===== config.mk =====
export PLATFORM = sky130hd
export DESIGN_NAME = low_freq_clock_gate_prescale
export DESIGN_NICKNAME = d
export VERILOG_FILES = /design/src/inc/lf_clock_pkg.sv /design/src/logic/low_freq_clock_gate_prescale.sv
export VERILOG_INCLUDE_DIRS = /design/src /design/src/inc
export SDC_FILE = /design/constraint.sdc
export NUM_CORES = 1
export LEC_CHECK = 0
export BUFFER_PORTS_ARGS = -buffer_cell sky130_fd_sc_hd__buf_2
export CORE_MARGIN = 1.5
export CORE_UTILIZATION = 46
export CTS_CLUSTER_SIZE = 12
export DETAILED_ROUTE_END_ITERATION = 12
export PLACE_DENSITY = 0.77
export SLEW_MARGIN = 10
export SYNTH_ARGS = -nofsm -noshare
export SYNTH_HDL_FRONTEND = slang
export SYNTH_SLANG_ARGS = --single-unit

===== constraint.sdc =====
create_clock -name clk -period 2.18 [get_ports clk]
set_input_delay 0.327 -clock clk [delete_from_list [all_inputs] [get_ports clk]]
set_output_delay 0.327 -clock clk [all_outputs]
set_load 0.005 [all_outputs]

===== src/inc/lf_clock_defs.svh =====
`ifndef LF_CLOCK_DEFS_SVH
`define LF_CLOCK_DEFS_SVH

// Register byte offsets
`define OFF_SYNC_BUSY 12'h050
`define OFF_FREEZE 12'h054
`define OFF_A_GATES 12'h058
`define OFF_B_GATES 12'h060
`define OFF_A_DIVIDERS 12'h068
`define OFF_B_DIVIDERS 12'h070
`define OFF_PCNT_CLOCKING 12'h078

// Busy flag positions
`define BUSY_A_GATES 0
`define BUSY_A_DIV 2
`define BUSY_B_GATES 4
`define BUSY_B_DIV 6

// Field positions
`define GATE_A_DISPLAY 3
`define GATE_A_TIMER 2
`define GATE_A_RTC 1
`define GATE_A_SENSOR 0
`define GATE_B_SERIAL1 1
`define GATE_B_SERIAL0 0
`define DIV_A_TIMER_HI 11
`define DIV_A_TIMER_LO 8
`define DIV_A_RTC_HI 7
`define DIV_A_RTC_LO 4
`define DIV_A_SENSOR_HI 1
`define DIV_A_SENSOR_LO 0
`define DIV_B_SERIAL1_HI 5
`define DIV_B_SERIAL1_LO 4
`define DIV_B_SERIAL0_HI 1
`define DIV_B_SERIAL0_LO 0
`define FREEZE_BIT 0

// Writable masks and reset value
`define MASK_A_GATES 32'h0000000F
`define MASK_B_GATES 32'h00000003
`define MASK_A_DIV 32'h00000FF3
`define MASK_B_DIV 32'h00000033
`define MASK_PCNT 32'h0000003F
`define MASK_FREEZE 32'h00000001
`define RESET_VALUE 32'h00000000

`endif


===== src/inc/lf_clock_pkg.sv =====
package lf_clock_pkg;
    // Per-register synchroniser handshake state
    typedef enum logic [2:0]
    {
        SYNC_IDLE = 3'b001,
        SYNC_REQ = 3'b010,
        SYNC_ACK = 3'b100
    } sync_state_t;
endpackage


===== src/logic/low_freq_clock_gate_prescale.sv =====
`timescale 1ns/1ns
`default_nettype none
`include "lf_clock_defs.svh"

// Notes on behaviour
// - Busy flags bits 0,2,4,6 read 1 while enable/prescaler values synchronise.
// - Freeze bit holds all slow-domain transfers not yet requested; clearing applies pending values together.
// - Branch-A gate bit 3 enables the display driver clock.
// - Branch-A gate bit 2 enables the low-energy timer clock.
// - Branch-A gate bit 1 enables the real-time counter clock.
// - Branch-A gate bit 0 enables the sensor interface clock.
// - Branch-B gate bit 1 enables serial port 1 clock.
// - Branch-B gate bit 0 enables serial port 0 clock.
// - RTC divider bits 7:4 divide branch A by two to the field.
// - Timer divider divides branch A by two to the field, up to 32768.
// - Sensor divider bits 1:0 divide branch A by 1,2,4,8.
// - Serial 1 divider bits 5:4 divide branch B by 1,2,4,8.
// - Serial 0 divider bits 1:0 divide branch B by 1,2,4,8.
// - Enable and prescaler registers move into the slow domain, not instantly.
// - Pulse-counter register holds gate and select per counter, bits 5:0.
// - Counter select 0 picks branch A, 1 picks the external pin.
// - Counter gate 0 stops the counter clock, 1 enables it.
module low_freq_clock_gate_prescale #(
    parameter int DIV_W = 15
)
(
    input wire logic clk,
    input wire logic rst_n,
    input wire logic psel,
    input wire logic penable,
    input wire logic pwrite,
    input wire logic [11:0] paddr,
    input wire logic [31:0] pwdata,
    output logic [31:0] prdata,
    output logic pready,
    output logic pslverr,
    input wire logic lowFreqAClockTick,
    input wire logic lowFreqBClockTick,
    input wire logic [2:0] counterExtInput,
    output logic displayClockEn,
    output logic timerClockEn,
    output logic rtcClockEn,
    output logic sensorClockEn,
    output logic serial0ClockEn,
    output logic serial1ClockEn,
    output logic [2:0] counterClockEn,
    output logic [2:0] counterClockOut
);

    // Index of each asynchronous register in the transfer arrays
    localparam int N_ASYNC = 4;
    localparam int IX_AG = 0;
    localparam int IX_AD = 1;
    localparam int IX_BG = 2;
    localparam int IX_BD = 3;

    logic [31:0] shadowReg [N_ASYNC];
    logic [31:0] slowReg [N_ASYNC];
    // One element per slot, so each generate process owns its own variable
    logic pendReg [N_ASYNC];
    logic busyReg [N_ASYNC];
    lf_clock_pkg::sync_state_t syncStateReg [N_ASYNC];
    logic freezeReg;
    logic [5:0] pcntReg;
    logic [DIV_W-1:0] divAReg;
    logic [2:0] divBReg;
    logic accessPhase;
    logic wrEn;
    logic rdEn;
    logic addrOk;

    // Bus timing
    // Setup cycle, then access cycle, then the answer cycle.
    // Ready is registered high at the first access edge.
    // A write lands on the edge that sees ready high.
    // Read data is registered at the first access edge.
    // So read data stands from the edge that raises ready until the next read.
    // Error pulses together with ready.
    // An unmapped write changes nothing.
    // An unmapped read returns zero.

    // Register groups
    // Freeze and pulse-counter control act at once.
    // The four slow-domain registers keep a bus-side shadow.
    // Reads of those return the shadow, not the live value.
    // Software therefore sees its write before it takes effect.
    // The busy flag tells when the live value has caught up.

    // Slow-domain transfer
    // A write sets pending and busy on the same edge.
    // Pending waits while freeze is set.
    // With freeze clear the slot raises a request.
    // The request is served on the next tick of its branch.
    // That tick copies shadow into the live register.
    // One cycle later busy drops.
    // A write arriving in that cycle keeps busy set.
    // Set wins over clear there, but a write landing on the capture edge itself loses its pending flag and never goes live.

    // Hazards
    // A rewrite while a request stands replaces the shadow.
    // The latest value written before the capture tick is the one captured.
    // Software should still wait for busy to clear.
    // Otherwise it cannot tell which value went live.
    // Reserved bits are masked off on write.
    // So reserved bits always read back as zero.

    // Freeze
    // Freeze only holds back new requests.
    // A request already raised is not withdrawn.
    // Several writes made under freeze go live together.
    // They go live on the first branch tick after the request, which is raised one edge after release.
    // Branch A and branch B slots still use their own ticks.
    // So the two branches may change one tick apart.

    // Slow clocks
    // Both slow clocks arrive as one-cycle tick enables.
    // Nothing here runs on a second clock.
    // This avoids real domain crossings inside the block.
    // The trade is that ticks must be clean single pulses.
    // A tick held high for two cycles counts twice.

    // Dividers
    // Each branch has one free-running counter.
    // A prescaled output fires when the low field bits are all ones.
    // That gives one pulse per two-to-the-field ticks.
    // All prescaled outputs of one branch share the counter; display and the pulse counters do not use it.
    // So divided outputs stay phase aligned to each other.
    // Changing a field takes effect at the next matching count.
    // The first divided pulse after a change may come early.
    // Branch B needs only divide by eight, so its counter is small.

    // Gates
    // A gate bit masks the tick into its output.
    // A cleared gate stops the output at the next tick.
    // No partial pulse can appear, since outputs are whole cycles.

    // Pulse counters
    // Each counter has a gate bit and a select bit.
    // Select low passes the branch-A tick.
    // Select high passes the external pin level.
    // The pin path has one register of delay.
    // Pin levels are taken as already synchronous.
    // The enable output mirrors the gate bit.

    // Outputs
    // Every output comes from a flip-flop.
    // All outputs read zero during and after reset.
    // The first bus setup may follow reset at once.

    // Map a register offset onto an asynchronous slot index, -1 if none
    function automatic int async_index(input logic [11:0] addr);
        case (addr)
            `OFF_A_GATES: async_index = IX_AG;
            `OFF_A_DIVIDERS: async_index = IX_AD;
            `OFF_B_GATES: async_index = IX_BG;
            `OFF_B_DIVIDERS: async_index = IX_BD;
            default: async_index = -1;
        endcase
    endfunction

    // Writable mask per asynchronous slot
    function automatic logic [31:0] async_mask(input int idx);
        case (idx)
            IX_AG: async_mask = `MASK_A_GATES;
            IX_AD: async_mask = `MASK_A_DIV;
            IX_BG: async_mask = `MASK_B_GATES;
            default: async_mask = `MASK_B_DIV;
        endcase
    endfunction

    // Tick when a free-running divider crosses a power-of-two boundary
    function automatic logic div_tick(input logic [DIV_W-1:0] cnt, input logic [3:0] shift);
        logic [DIV_W-1:0] m;
        m = DIV_W'((32'h1 << shift) - 32'h1);
        div_tick = ((cnt & m) == m);
    endfunction

    // APB decode; one-wait slave, answer in the cycle after the first access edge
    assign accessPhase = psel && penable;
    assign addrOk = (paddr == `OFF_SYNC_BUSY) || (paddr == `OFF_FREEZE) || (paddr == `OFF_PCNT_CLOCKING)
        || (async_index(paddr) >= 0);
    assign wrEn = accessPhase && pwrite && addrOk && pready;
    assign rdEn = accessPhase && !pwrite && !pready;

    // Ready pulses for one cycle per access; unmapped address gets pslverr
    always_ff @(posedge clk)
    begin
        if (!rst_n)
        begin
            pready <= 1'b0;
            pslverr <= 1'b0;
        end
        else
        begin
            pready <= accessPhase && !pready;
            pslverr <= accessPhase && !pready && !addrOk;
        end
    end

    // Read data mux; reserved bits read zero
    always_ff @(posedge clk)
    begin
        if (!rst_n)
            prdata <= `RESET_VALUE;
        else if (rdEn)
        begin
            prdata <= `RESET_VALUE;
            case (paddr)
                `OFF_SYNC_BUSY:
                begin
                    prdata[`BUSY_A_GATES] <= busyReg[IX_AG];
                    prdata[`BUSY_A_DIV] <= busyReg[IX_AD];
                    prdata[`BUSY_B_GATES] <= busyReg[IX_BG];
                    prdata[`BUSY_B_DIV] <= busyReg[IX_BD];
                end
                `OFF_FREEZE: prdata[`FREEZE_BIT] <= freezeReg;
                `OFF_PCNT_CLOCKING: prdata[5:0] <= pcntReg;
                `OFF_A_GATES: prdata <= shadowReg[IX_AG];
                `OFF_A_DIVIDERS: prdata <= shadowReg[IX_AD];
                `OFF_B_GATES: prdata <= shadowReg[IX_BG];
                `OFF_B_DIVIDERS: prdata <= shadowReg[IX_BD];
                default: prdata <= `RESET_VALUE;
            endcase
        end
    end

    // Freeze and pulse-counter control take effect at once
    always_ff @(posedge clk)
    begin
        if (!rst_n)
        begin
            freezeReg <= 1'b0;
            pcntReg <= 6'h00;
        end
        else if (wrEn && paddr == `OFF_FREEZE)
            freezeReg <= pwdata[`FREEZE_BIT];
        else if (wrEn && paddr == `OFF_PCNT_CLOCKING)
            pcntReg <= pwdata[5:0];
    end

    // Bus-side shadow copies; a write marks the value pending and busy at once
    // Handshake per slot: pending waits out freeze, then request, then slow capture
    for (genvar i = 0; i < N_ASYNC; i++)
    begin : g_async
        always_ff @(posedge clk)
        begin
            if (!rst_n)
            begin
                shadowReg[i] <= `RESET_VALUE;
                pendReg[i] <= 1'b0;
                busyReg[i] <= 1'b0;
                slowReg[i] <= `RESET_VALUE;
                syncStateReg[i] <= lf_clock_pkg::SYNC_IDLE;
            end
            else
            begin
                if (wrEn && async_index(paddr) == i)
                begin
                    shadowReg[i] <= pwdata & async_mask(i);
                    pendReg[i] <= 1'b1;
                    busyReg[i] <= 1'b1;
                end
                case (syncStateReg[i])
                    lf_clock_pkg::SYNC_IDLE:
                        if (pendReg[i] && !freezeReg && !(wrEn && async_index(paddr) == i))
                            syncStateReg[i] <= lf_clock_pkg::SYNC_REQ;
                    lf_clock_pkg::SYNC_REQ:
                        // Slow domain captures on its next branch tick
                        if ((i < IX_BG) ? lowFreqAClockTick : lowFreqBClockTick)
                        begin
                            slowReg[i] <= shadowReg[i];
                            pendReg[i] <= 1'b0;
                            syncStateReg[i] <= lf_clock_pkg::SYNC_ACK;
                        end
                    lf_clock_pkg::SYNC_ACK:
                    begin
                        // A write landing now keeps busy set: set wins
                        if (!(wrEn && async_index(paddr) == i))
                            busyReg[i] <= 1'b0;
                        syncStateReg[i] <= lf_clock_pkg::SYNC_IDLE;
                    end
                    default: syncStateReg[i] <= lf_clock_pkg::SYNC_IDLE;
                endcase
            end
        end
    end

    // Branch-A divider chain counts on branch-A ticks only
    always_ff @(posedge clk)
    begin
        if (!rst_n)
            divAReg <= '0;
        else if (lowFreqAClockTick)
            divAReg <= divAReg + DIV_W'(1);
    end

    // Branch-B divider chain; only divide-by-8 needed there
    always_ff @(posedge clk)
    begin
        if (!rst_n)
            divBReg <= 3'h0;
        else if (lowFreqBClockTick)
            divBReg <= divBReg + 3'h1;
    end

    // Branch-A enables: gate and prescaler together (display is gate only), one pulse per divided period
    always_ff @(posedge clk)
    begin
        if (!rst_n)
        begin
            displayClockEn <= 1'b0;
            timerClockEn <= 1'b0;
            rtcClockEn <= 1'b0;
            sensorClockEn <= 1'b0;
        end
        else
        begin
            displayClockEn <= lowFreqAClockTick && slowReg[IX_AG][`GATE_A_DISPLAY];
            timerClockEn <= lowFreqAClockTick && slowReg[IX_AG][`GATE_A_TIMER]
                && div_tick(divAReg, slowReg[IX_AD][`DIV_A_TIMER_HI:`DIV_A_TIMER_LO]);
            rtcClockEn <= lowFreqAClockTick && slowReg[IX_AG][`GATE_A_RTC]
                && div_tick(divAReg, slowReg[IX_AD][`DIV_A_RTC_HI:`DIV_A_RTC_LO]);
            sensorClockEn <= lowFreqAClockTick && slowReg[IX_AG][`GATE_A_SENSOR]
                && div_tick(divAReg, {2'b00, slowReg[IX_AD][`DIV_A_SENSOR_HI:`DIV_A_SENSOR_LO]});
        end
    end

    // Branch-B enables for the two serial ports
    always_ff @(posedge clk)
    begin
        if (!rst_n)
        begin
            serial0ClockEn <= 1'b0;
            serial1ClockEn <= 1'b0;
        end
        else
        begin
            serial1ClockEn <= lowFreqBClockTick && slowReg[IX_BG][`GATE_B_SERIAL1]
                && div_tick(DIV_W'(divBReg), {2'b00, slowReg[IX_BD][`DIV_B_SERIAL1_HI:`DIV_B_SERIAL1_LO]});
            serial0ClockEn <= lowFreqBClockTick && slowReg[IX_BG][`GATE_B_SERIAL0]
                && div_tick(DIV_W'(divBReg), {2'b00, slowReg[IX_BD][`DIV_B_SERIAL0_HI:`DIV_B_SERIAL0_LO]});
        end
    end

    // Pulse counters: select picks branch-A tick or pin level, gate forces low
    // Pin path is registered once, so the counter sees a one-cycle delay
    always_ff @(posedge clk)
    begin
        if (!rst_n)
        begin
            counterClockEn <= 3'h0;
            counterClockOut <= 3'h0;
        end
        else
        begin
            for (int k = 0; k < 3; k++)
            begin
                counterClockEn[k] <= pcntReg[2*k];
                counterClockOut[k] <= pcntReg[2*k]
                    && (pcntReg[2*k+1] ? counterExtInput[k] : lowFreqAClockTick);
            end
        end
    end

endmodule // low_freq_clock_gate_prescale
`default_nettype wire


==> results of run 1 <==
-- power groups by stage --
stage / Combinational (W) / Sequential [W] / Clock (W)
after floorplan: 0.000270 / 0.00237 / 0
after global placement: 0.000342 / 0.00238 / 0
after detailed placement: 0.000357 / 0.00239 / 0
after CTS: 0.000359 / 0.00234 / 0.00160
after global routing: 0.000411 / 0.00235 / 0.00167
final: 0.000368 / 0.00234 / 0.00158
-- worst register-to-register path, delay by kind of cell, from the launching register on --
kind | cells | cell delay, ns
and+or+nand+nor | 4 | 0.86
AOI/OAI and AO/OA | 1 | 0.21
DFF | 1 | 0.42
muxes | 1 | 0.29
adders and majority gates | 1 | 0.23
-- repair_timing --
| item | 4_1_cts | 5_1_grt |
|---|---|---|
| endpoints found under the setup margin | 0 | 2 |
| resized for setup | 0 | 2 |
| buffers inserted | 0 | 3 |
-- final timing paths --
check                                                endpoint  depth (start not counted)  slack, ns
worst min-delay path            counterClockOut[1]$_SDFF_PN0_                          3       0.23
worst max register to register        timerClockEn$_SDFF_PN0_                          7       0.05
worst min register to register         prdata[7]$_SDFFE_PN0P_                          2       0.50
worst max-delay path                  timerClockEn$_SDFF_PN0_                          7       0.05
-- cells in the mapped netlist (all sizes together) (2+ instances only) --
cell type | number | area share [%]
edfxtp | 58 | 31
dfxtp | 53 | 19
and2 | 48 | 5.3
nor2 | 41 | 2.8
nand2 | 39 | 2.9
buf | 29 | 3.6
o21ai | 28 | 2.5
a21oi | 22 | 2.0
clkbuf | 22 | 1.5
and3 | 20 | 2.2
nand3 | 16 | 1.4
nor3 | 16 | 1.6
nand2b | 13 | 1.4
inv | 11 | 0.73
nor2b | 11 | 1.2
mux2i | 9 | 1.6
nor4 | 9 | 1.3
xnor2 | 9 | 1.4
a32oi | 8 | 1.2
nand4 | 8 | 0.89
xor2 | 8 | 1.2
ha | 7 | 1.6
a31oi | 6 | 0.67
a211oi | 5 | 0.85
nand3b | 5 | 0.67
nor3b | 5 | 0.67
or3 | 5 | 0.56
and4 | 4 | 0.62
o22ai | 4 | 0.45
a21boi | 3 | 0.40
o21a | 3 | 0.40
o221ai | 3 | 0.47
o311ai | 3 | 0.47
a2111o | 2 | 0.40
a41oi | 2 | 0.31
mux2 | 2 | 0.40
nand4b | 2 | 0.31
nor4b | 2 | 0.31
o2111ai | 2 | 0.31
o211a | 2 | 0.36
o21ba | 2 | 0.36
o22a | 2 | 0.31
-- sequential cells by signal, summed over array words and instances, names as in the netlist --
register         flops
prdata              12
pready               1
rtcClockEn           1
syncStateReg        12
slowReg             20
shadowReg           20
pcntReg              6
counterClockEn       3
divBReg              3
serial1ClockEn       1
sensorClockEn        1
timerClockEn         1
counterClockOut      3
divAReg             15
pendReg              4
freezeReg            1
busyReg              4
displayClockEn       1
pslverr              1
serial0ClockEn       1
-- through the flow --
stage	TNS [ns]	worst slack [ns]	hold WS, ns	utilization [%]	instances
after global routing	-0.0714	-0.0714	0.250	53.2	775
final	0	0.0520	0.233	53.2	775
after detailed placement	0	0.0142	0.475	50.5	756
after global placement	0	0.129	0.469	50.5	756
after CTS	0	0.0112	0.228	52.9	772
after floorplan	0	0.0128	0.458	-	583
-- area by class of cell --
| cell class | instances | area, um2 | share of cell area (%) |
|---|---|---|---|
| well taps | 147 | 184 | 2.89 |
| repair buffers | 80 | 465 | 7.31 |
| inverters | 11 | 41.3 | 0.649 |
| multi-input cells | 410 | 2590 | 40.6 |
| clock inverters | 5 | 41.3 | 0.649 |
| clock buffers | 11 | 243 | 3.81 |
| flip-flops and latches | 111 | 2800 | 44.0 |
-- cell families after synthesis --
logic type               Yosys count  synth area share (%)
other                              1                0.0667
buffers and inverters             62                  5.77
XOR/XNOR                          17                  2.65
AND/OR/NAND/NOR                  251                  25.6
multiplexers                      11                  2.00
AO/OA/AOI/OAI                    104                  12.5
flip-flops                       111                  49.9
adder cells (fa/ha/maj)            7                  1.56
-- routing by layer --
layer	part of all wire, %	vias up	GRT usage [%]
li1	-	2134	-
met4	2.9	0	9.67
met1	44	2097	27.2
met5	0	-	0
met2	46	228	32.2
met3	7.3	38	3.40
==> flow_summary.ini, run 1 <==
[run_status]
outcome = completed

[global_route]
grt_pass1_vias = 4233
grt_pass1_wl_mm = 20.8
grt_max_degree = 26
grt_usage_pct = 20.3
grt_overflow = 0
antenna_found_initial = 0

[sta]
fin_crit_ns = 2.13
finalMaxSlewViolations = 0
rsz0062_at_grt = true
worstMarginPinSlew_ns = 0.584
slew_headroom_pct = 60.6
finalClockSkew_ns = 0.00759
fmax_mhz = 470
setup_violations = 0
final.period_utilization_pct = 97.6
hold_viol_final = 0

[yosys]
synth_cell_types = 66
synth_edf_count = 58
ys_async_sr_fraction_pct = 0
syn_area_um2 = 5620
yosysWarnings = 0
synth_flop_cell = edfxtp_1
syn_avg_cell_area_um2 = 9.96
synth_cells = 564
synth.yosys.seq_area_share_pct = 49.9
synth_seq_cells = 111

[worst_setup_path]
cpLargestDelayFamily = simple AND/OR/NAND/NOR gates
slowest_delay_ns = 0.50
cp_cell_sequence = nor2_4 -> nand3_1 -> ha_2 -> or4b_1 -> mux2_2 -> a41oi_2 -> nor4_1
slowest_stage = or4b_1
crit_required_ns = 2.40
critical_path_class = register to register
cp-end-kind = register
start_kind = register
path_buf_inv = 0
path_max_fanout = 7
r2r_start = slowReg[1][10]$_SDFFCE_PN0P_
arrival_ns = 2.35
cp-startpoint = slowReg[1][10]$_SDFFCE_PN0P_

[power]
ir_drop_mv = 0.346
p_leak_nw = 2.54
comb_power_share_pct = 8.6
p_seq_share_pct = 54.6
p_int_w = 0.00325
p_switching_w = 0.00104
p_clk_share_pct = 36.8
power_w = 0.00429
swShare_pct = 24.2
p_per_area_nw_per_um2 = 674

[finish]
num-fill-cells = 1007
fin_nets = 684
mostFrequentLayoutCells = 59 x buf_2, 58 x edfxtp_1, 53 x dfxtp_1
final_common_cell = buf_2
n_antenna_cell = 0
area_growth_pct = 13.2
final_layout_size_suffix_gt1_share_pct = 17.7
finalInstanceArea_um2 = 6360

[die]
core_um2 = 12000
initial_core_util_pct = 47.0
dieWidth_um = 114
io_pins = 100
die_h_um = 114
dieArea_um2 = 12900
rows = 40

[cts]
clock_sinks = 111
htreeDepth = 3
clock_latency_ns = 0.35
ctsHoldBuffers = 0
clk_pin_slew_ns = 0.08
clk_path_buf_depth = 2
cts_tree = built
numCtsBuffers = 9
cts_root_buffer = clkbuf_16

[run]
maxCapViolCount = 0

[drt]
vias = 4497
drtIter0Drc = 293
drc = 0
ant_nets = 0
vias_per_cell = 5.80
wl_mm = 12.7
first_pass_iters = 6
wl_per_cell_um = 16.4

[place]
place.gp.congestion = 0.903
port_buffers = 59
dp_hpwl_mm = 9.18
placed_area_um2 = 6040

[hold_path]
hold_path.class = input pin to register
hp-start = counterExtInput[1]
Power figures use the tool's default switching activity.
==> run 2, diff against run 1 <==
Settings changed: PLACE_DENSITY 0.77 to 0.75.
Clock period 2.18 ns to 2.25 ns, I/O delays scaled along.
==> flow_summary.ini, run 2 (synthesis gave the netlist of run 1 again) <==
[global_route]
grt_usage_pct = 20.2
grt_overflow = 0
grt_pass1_wl_mm = 20.4
antenna_found_initial = 0
grt_max_degree = 26
grt_pass1_vias = 4299

[sta]
finalClockSkew_ns = 0.00805
fmax_mhz = 476
tns_ns = 0
worstMarginPinSlew_ns = 0.524
setup_violations = 0
fin_crit_ns = 2.10
rsz0062_at_grt = false
finalMaxSlewViolations = 0
final.period_utilization_pct = 93.3
setup_ws_ns = 0.151
hold_viol_final = 0
slew_headroom_pct = 64.7

[cts]
ctsHoldBuffers = 0
clock_sinks = 111
clock_latency_ns = 0.35
cts_tree = built
clk_path_buf_depth = 2
htreeDepth = 3
cts_root_buffer = clkbuf_16
numCtsBuffers = 9
clk_pin_slew_ns = 0.07

[power]
swShare_pct = 23.0
p_clk_share_pct = 37.3
comb_power_share_pct = 8.4
ir_drop_mv = 0.425
p_per_area_nw_per_um2 = 660
p_switching_w = 0.000961
p_seq_share_pct = 54.3
p_leak_nw = 2.53
p_int_w = 0.00322

[die]
rows = 40
initial_core_util_pct = 47.0
core_um2 = 12000
die_h_um = 114
dieArea_um2 = 12900
dieWidth_um = 114
io_pins = 100

[worst_setup_path]
critical_path_class = register to register
path_max_fanout = 5
cp_cell_sequence = nor2_4 -> nand3_1 -> ha_1 -> or4b_1 -> mux2_2 -> a41oi_1 -> nor4_1
slowest_stage = or4b_1
path_buf_inv = 0
regToRegSetupSlack_ns = 0.15
r2r_start = slowReg[1][10]$_SDFFCE_PN0P_
path_depth = 7
cp-end-kind = register
reg2reg_depth = 7
cpLargestDelayFamily = simple AND/OR/NAND/NOR gates
start_kind = register
arrival_ns = 2.32
crit_required_ns = 2.48
slowest_delay_ns = 0.50
rr_endpoint = timerClockEn$_SDFF_PN0_

[run_status]
outcome = completed

[finish]
multiInputGateArea_um2 = 2580
mostFrequentLayoutCells = 59 x buf_2, 58 x edfxtp_1, 53 x dfxtp_1
top_regs = shadowReg: 20 flops, slowReg: 20 flops, divAReg: 15 flops
area_growth_pct = 12.7
fin_nets = 682
final_layout_size_suffix_gt1_share_pct = 16.9
seqCellArea_um2 = 2800
num-fill-cells = 1050
final_common_cell = buf_2
n_antenna_cell = 0

[drt]
vias = 4517
vias_per_cell = 5.84
ant_nets = 0
drtIter0Drc = 311
first_pass_iters = 5
wl_per_cell_um = 16.4
wl_mm = 12.6
drc = 0

[hold_path]
min_to = counterClockOut[0]$_SDFF_PN0_
hp-start = counterExtInput[0]
hold_path.class = input pin to register
whs_path_depth = 3

[place]
place.gp.congestion = 0.918
preCtsSetupSlack_ns = 0.0706
dp_hpwl_mm = 9.33
port_buffers = 59

[run]
maxCapViolCount = 0
## run 2: changes by cell type in the layout (fill, tap and decap cells not counted), sizes merged
cell	before	now
buf	80	78
clkbuf	11	13
bufinv	0	1
clkinv	3	2
clkinvlp	1	0
inv	12	11
## run 2: power by group through the flow
stage | registers, W | clock network [W] | logic (W)
floorplan | 0.00229 | 0 | 0.000256
global placement | 0.00231 | 0 | 0.000330
detailed placement | 0.00231 | 0 | 0.000346
CTS | 0.00227 | 0.00158 | 0.000348
global route | 0.00228 | 0.00165 | 0.000393
finish | 0.00227 | 0.00156 | 0.000353
## run 2: cell type report
| class | count | share of cell area [%] |
|---|---|---|
| clock inverters | 3 | 0.692 |
| well taps | 147 | 2.90 |
| inverters | 11 | 0.652 |
| clock buffers | 13 | 3.79 |
| multi-input cells | 410 | 40.8 |
| flip-flops and latches | 111 | 44.3 |
| repair buffers | 78 | 6.92 |
## run 2: routing by layer
metal	global-route usage [%]	wire length, um	up-vias
li1	-	-	2132
met4	11.7	424	0
met3	3.88	983	32
met2	31.8	5920	239
met1	26.1	5320	2114
met5	0	0	-
## run 2: how the worst max path moves through the flow
stage	startpoint	slack, ns	end
CTS	slowReg[1][11]$_SDFFCE_PN0P_	0.08	timerClockEn$_SDFF_PN0_
floorplan	slowReg[1][10]$_SDFFCE_PN0P_	0.006	timerClockEn$_SDFF_PN0_
global route	slowReg[1][11]$_SDFFCE_PN0P_	0.02	timerClockEn$_SDFF_PN0_
global placement	paddr[1]	0.15	shadowReg[2][0]$_SDFFCE_PN0P_
finish	slowReg[1][10]$_SDFFCE_PN0P_	0.15	timerClockEn$_SDFF_PN0_
detailed placement	paddr[1]	0.07	shadowReg[2][0]$_SDFFCE_PN0P_
## run 2: stage by stage
| step | hold slack (ns) | utilization [%] | area (um2) | total power [W] | cells |
|---|---|---|---|---|---|
| floorplan | 0.458 | - | 5690 | 0.00255 | 583 |
| global placement | 0.469 | 50.4 | 6020 | 0.00264 | 756 |
| detailed placement | 0.476 | 50.4 | 6020 | 0.00266 | 756 |
| CTS | 0.242 | 52.7 | 6310 | 0.00419 | 772 |
| global route | 0.258 | 52.9 | 6330 | 0.00432 | 773 |
| finish | 0.248 | 52.9 | 6330 | 0.00418 | 773 |
## run 2: tightest hold or removal path, stage by stage
cell and delay (ns):
buf_2 0.08, mux2i_1 0.05, nor2b_1 0.10
## run 2: what timing repair did
action,in CTS,in global routing
setup buffers,0,1
endpoints found under the setup margin,0,2
gates resized for setup,0,4
==> run 3, diff against run 2 <==
Clock period 2.25 ns to 2.7 ns, I/O delays scaled along.
==> flow_summary.ini, run 3 (synthesis gave the netlist of run 1 again) <==
[drt]
first_pass_iters = 5
vias = 4316
wl_per_cell_um = 16.3
ant_nets = 0
vias_per_cell = 5.67
drc = 0
wl_mm = 12.4
drtIter0Drc = 372

[sta]
setup_violations = 0
worstMarginPinSlew_ns = 0.621
fmax_mhz = 403
tns_ns = 0
rsz0062_at_grt = false
finalMaxSlewViolations = 0
finalClockSkew_ns = 0.0104
hold_viol_final = 0
final.period_utilization_pct = 91.9
slew_headroom_pct = 58.6
fin_crit_ns = 2.48

[global_route]
grt_pass1_wl_mm = 20.1
grt_usage_pct = 20.1
antenna_found_initial = 0
grt_max_degree = 25
grt_overflow = 0
grt_pass1_vias = 4129

[cts]
ctsHoldBuffers = 0
clock_latency_ns = 0.36
clock_sinks = 111
numCtsBuffers = 9
cts_tree = built
cts_root_buffer = clkbuf_16
clk_pin_slew_ns = 0.08
clk_path_buf_depth = 2
htreeDepth = 3
cts_setup_buffers = 0
ctsResizeCount = 0

[finish]
top_regs = shadowReg: 20 flops, slowReg: 20 flops, divAReg: 15 flops
area_growth_pct = 11.3
fin_nets = 670
final_layout_size_suffix_gt1_share_pct = 15.1
mostFrequentLayoutCells = 59 x buf_2, 58 x edfxtp_1, 53 x dfxtp_1
fin_util_pct = 52.3
final_common_cell = buf_2
finalInstanceArea_um2 = 6250
n_antenna_cell = 0

[worst_setup_path]
cp-startpoint = slowReg[1][10]$_SDFFCE_PN0P_
cp-end-kind = register
crit_required_ns = 2.93
path_max_fanout = 10
critical_path_class = register to register
start_kind = register
r2r_start = slowReg[1][10]$_SDFFCE_PN0P_
arrival_ns = 2.72

[die]
rows = 40
dieArea_um2 = 12900
core_um2 = 12000
initial_core_util_pct = 47.0
dieWidth_um = 114
io_pins = 100
die_h_um = 114

[power]
p_int_w = 0.00268
p_switching_w = 0.000845
p_clk_share_pct = 38.4
p_leak_nw = 2.49
swShare_pct = 24.0
p_per_area_nw_per_um2 = 564
comb_power_share_pct = 7.8
p_seq_share_pct = 53.8
ir_drop_mv = 0.503
power_w = 0.00353

[place]
port_buffers = 59
dp_hpwl_mm = 9.20
place.gp.congestion = 0.896
placed_area_um2 = 5950

[run_status]
outcome = completed

[hold_path]
hp-start = counterExtInput[1]
hold_path.class = input pin to register

[run]
maxCapViolCount = 0
run 3: worst paths after layout:
path,endpoint,slack (ns),cells past startpoint
max,timerClockEn$_SDFF_PN0_,0.22,7
min,counterClockOut[1]$_SDFF_PN0_,0.31,3
max reg2reg,timerClockEn$_SDFF_PN0_,0.22,7
min reg2reg,prdata[10]$_SDFFE_PN0P_,0.49,2
run 3: power by group through the flow:
stage	registers, W	logic [W]	clock network (W)
after global routing	0.00191	0.000306	0.00144
after CTS	0.00190	0.000273	0.00137
final	0.00190	0.000274	0.00136
after global placement	0.00193	0.000260	0
after detailed placement	0.00194	0.000272	0
after floorplan	0.00191	0.000213	0
run 3: cell type report:
cell class | instances | area [um2]
Fill cell | 1094 | 5710
Sequential cell | 111 | 2800
Timing Repair Buffer | 66 | 360
Tap cell | 147 | 184
Clock inverter | 7 | 76.3
Inverter | 11 | 41.3
Clock buffer | 9 | 225
Multi-Input combinational cell | 410 | 2560
run 3: metal layers:
layer  vias up  GRT usage, %  routed length (um)
met5         -             0                   0
met4         0          8.08                 198
met3        18          4.30                 774
met2       191          33.1                5930
met1      2009          25.8                5490
li1       2098             -                   -
run 3: critical path: stages, from the launching register on:
cell and delay, ns:
edfxtp_1 0.53, nor2_1 0.31, nand3_1 0.14, ha_1 0.30, or4b_1 0.53, mux2_2 0.27
a41oi_1 0.20, nor4_1 0.07
run 3: stage by stage:
step                      setup WS [ns]  hold WS (ns)  std cells
after floorplan                   0.393         0.458        583
after global placement            0.346         0.476        745
after detailed placement          0.268         0.478        745
after CTS                         0.240         0.309        761
after global routing             0.0815         0.316        761
final                             0.219         0.313        761
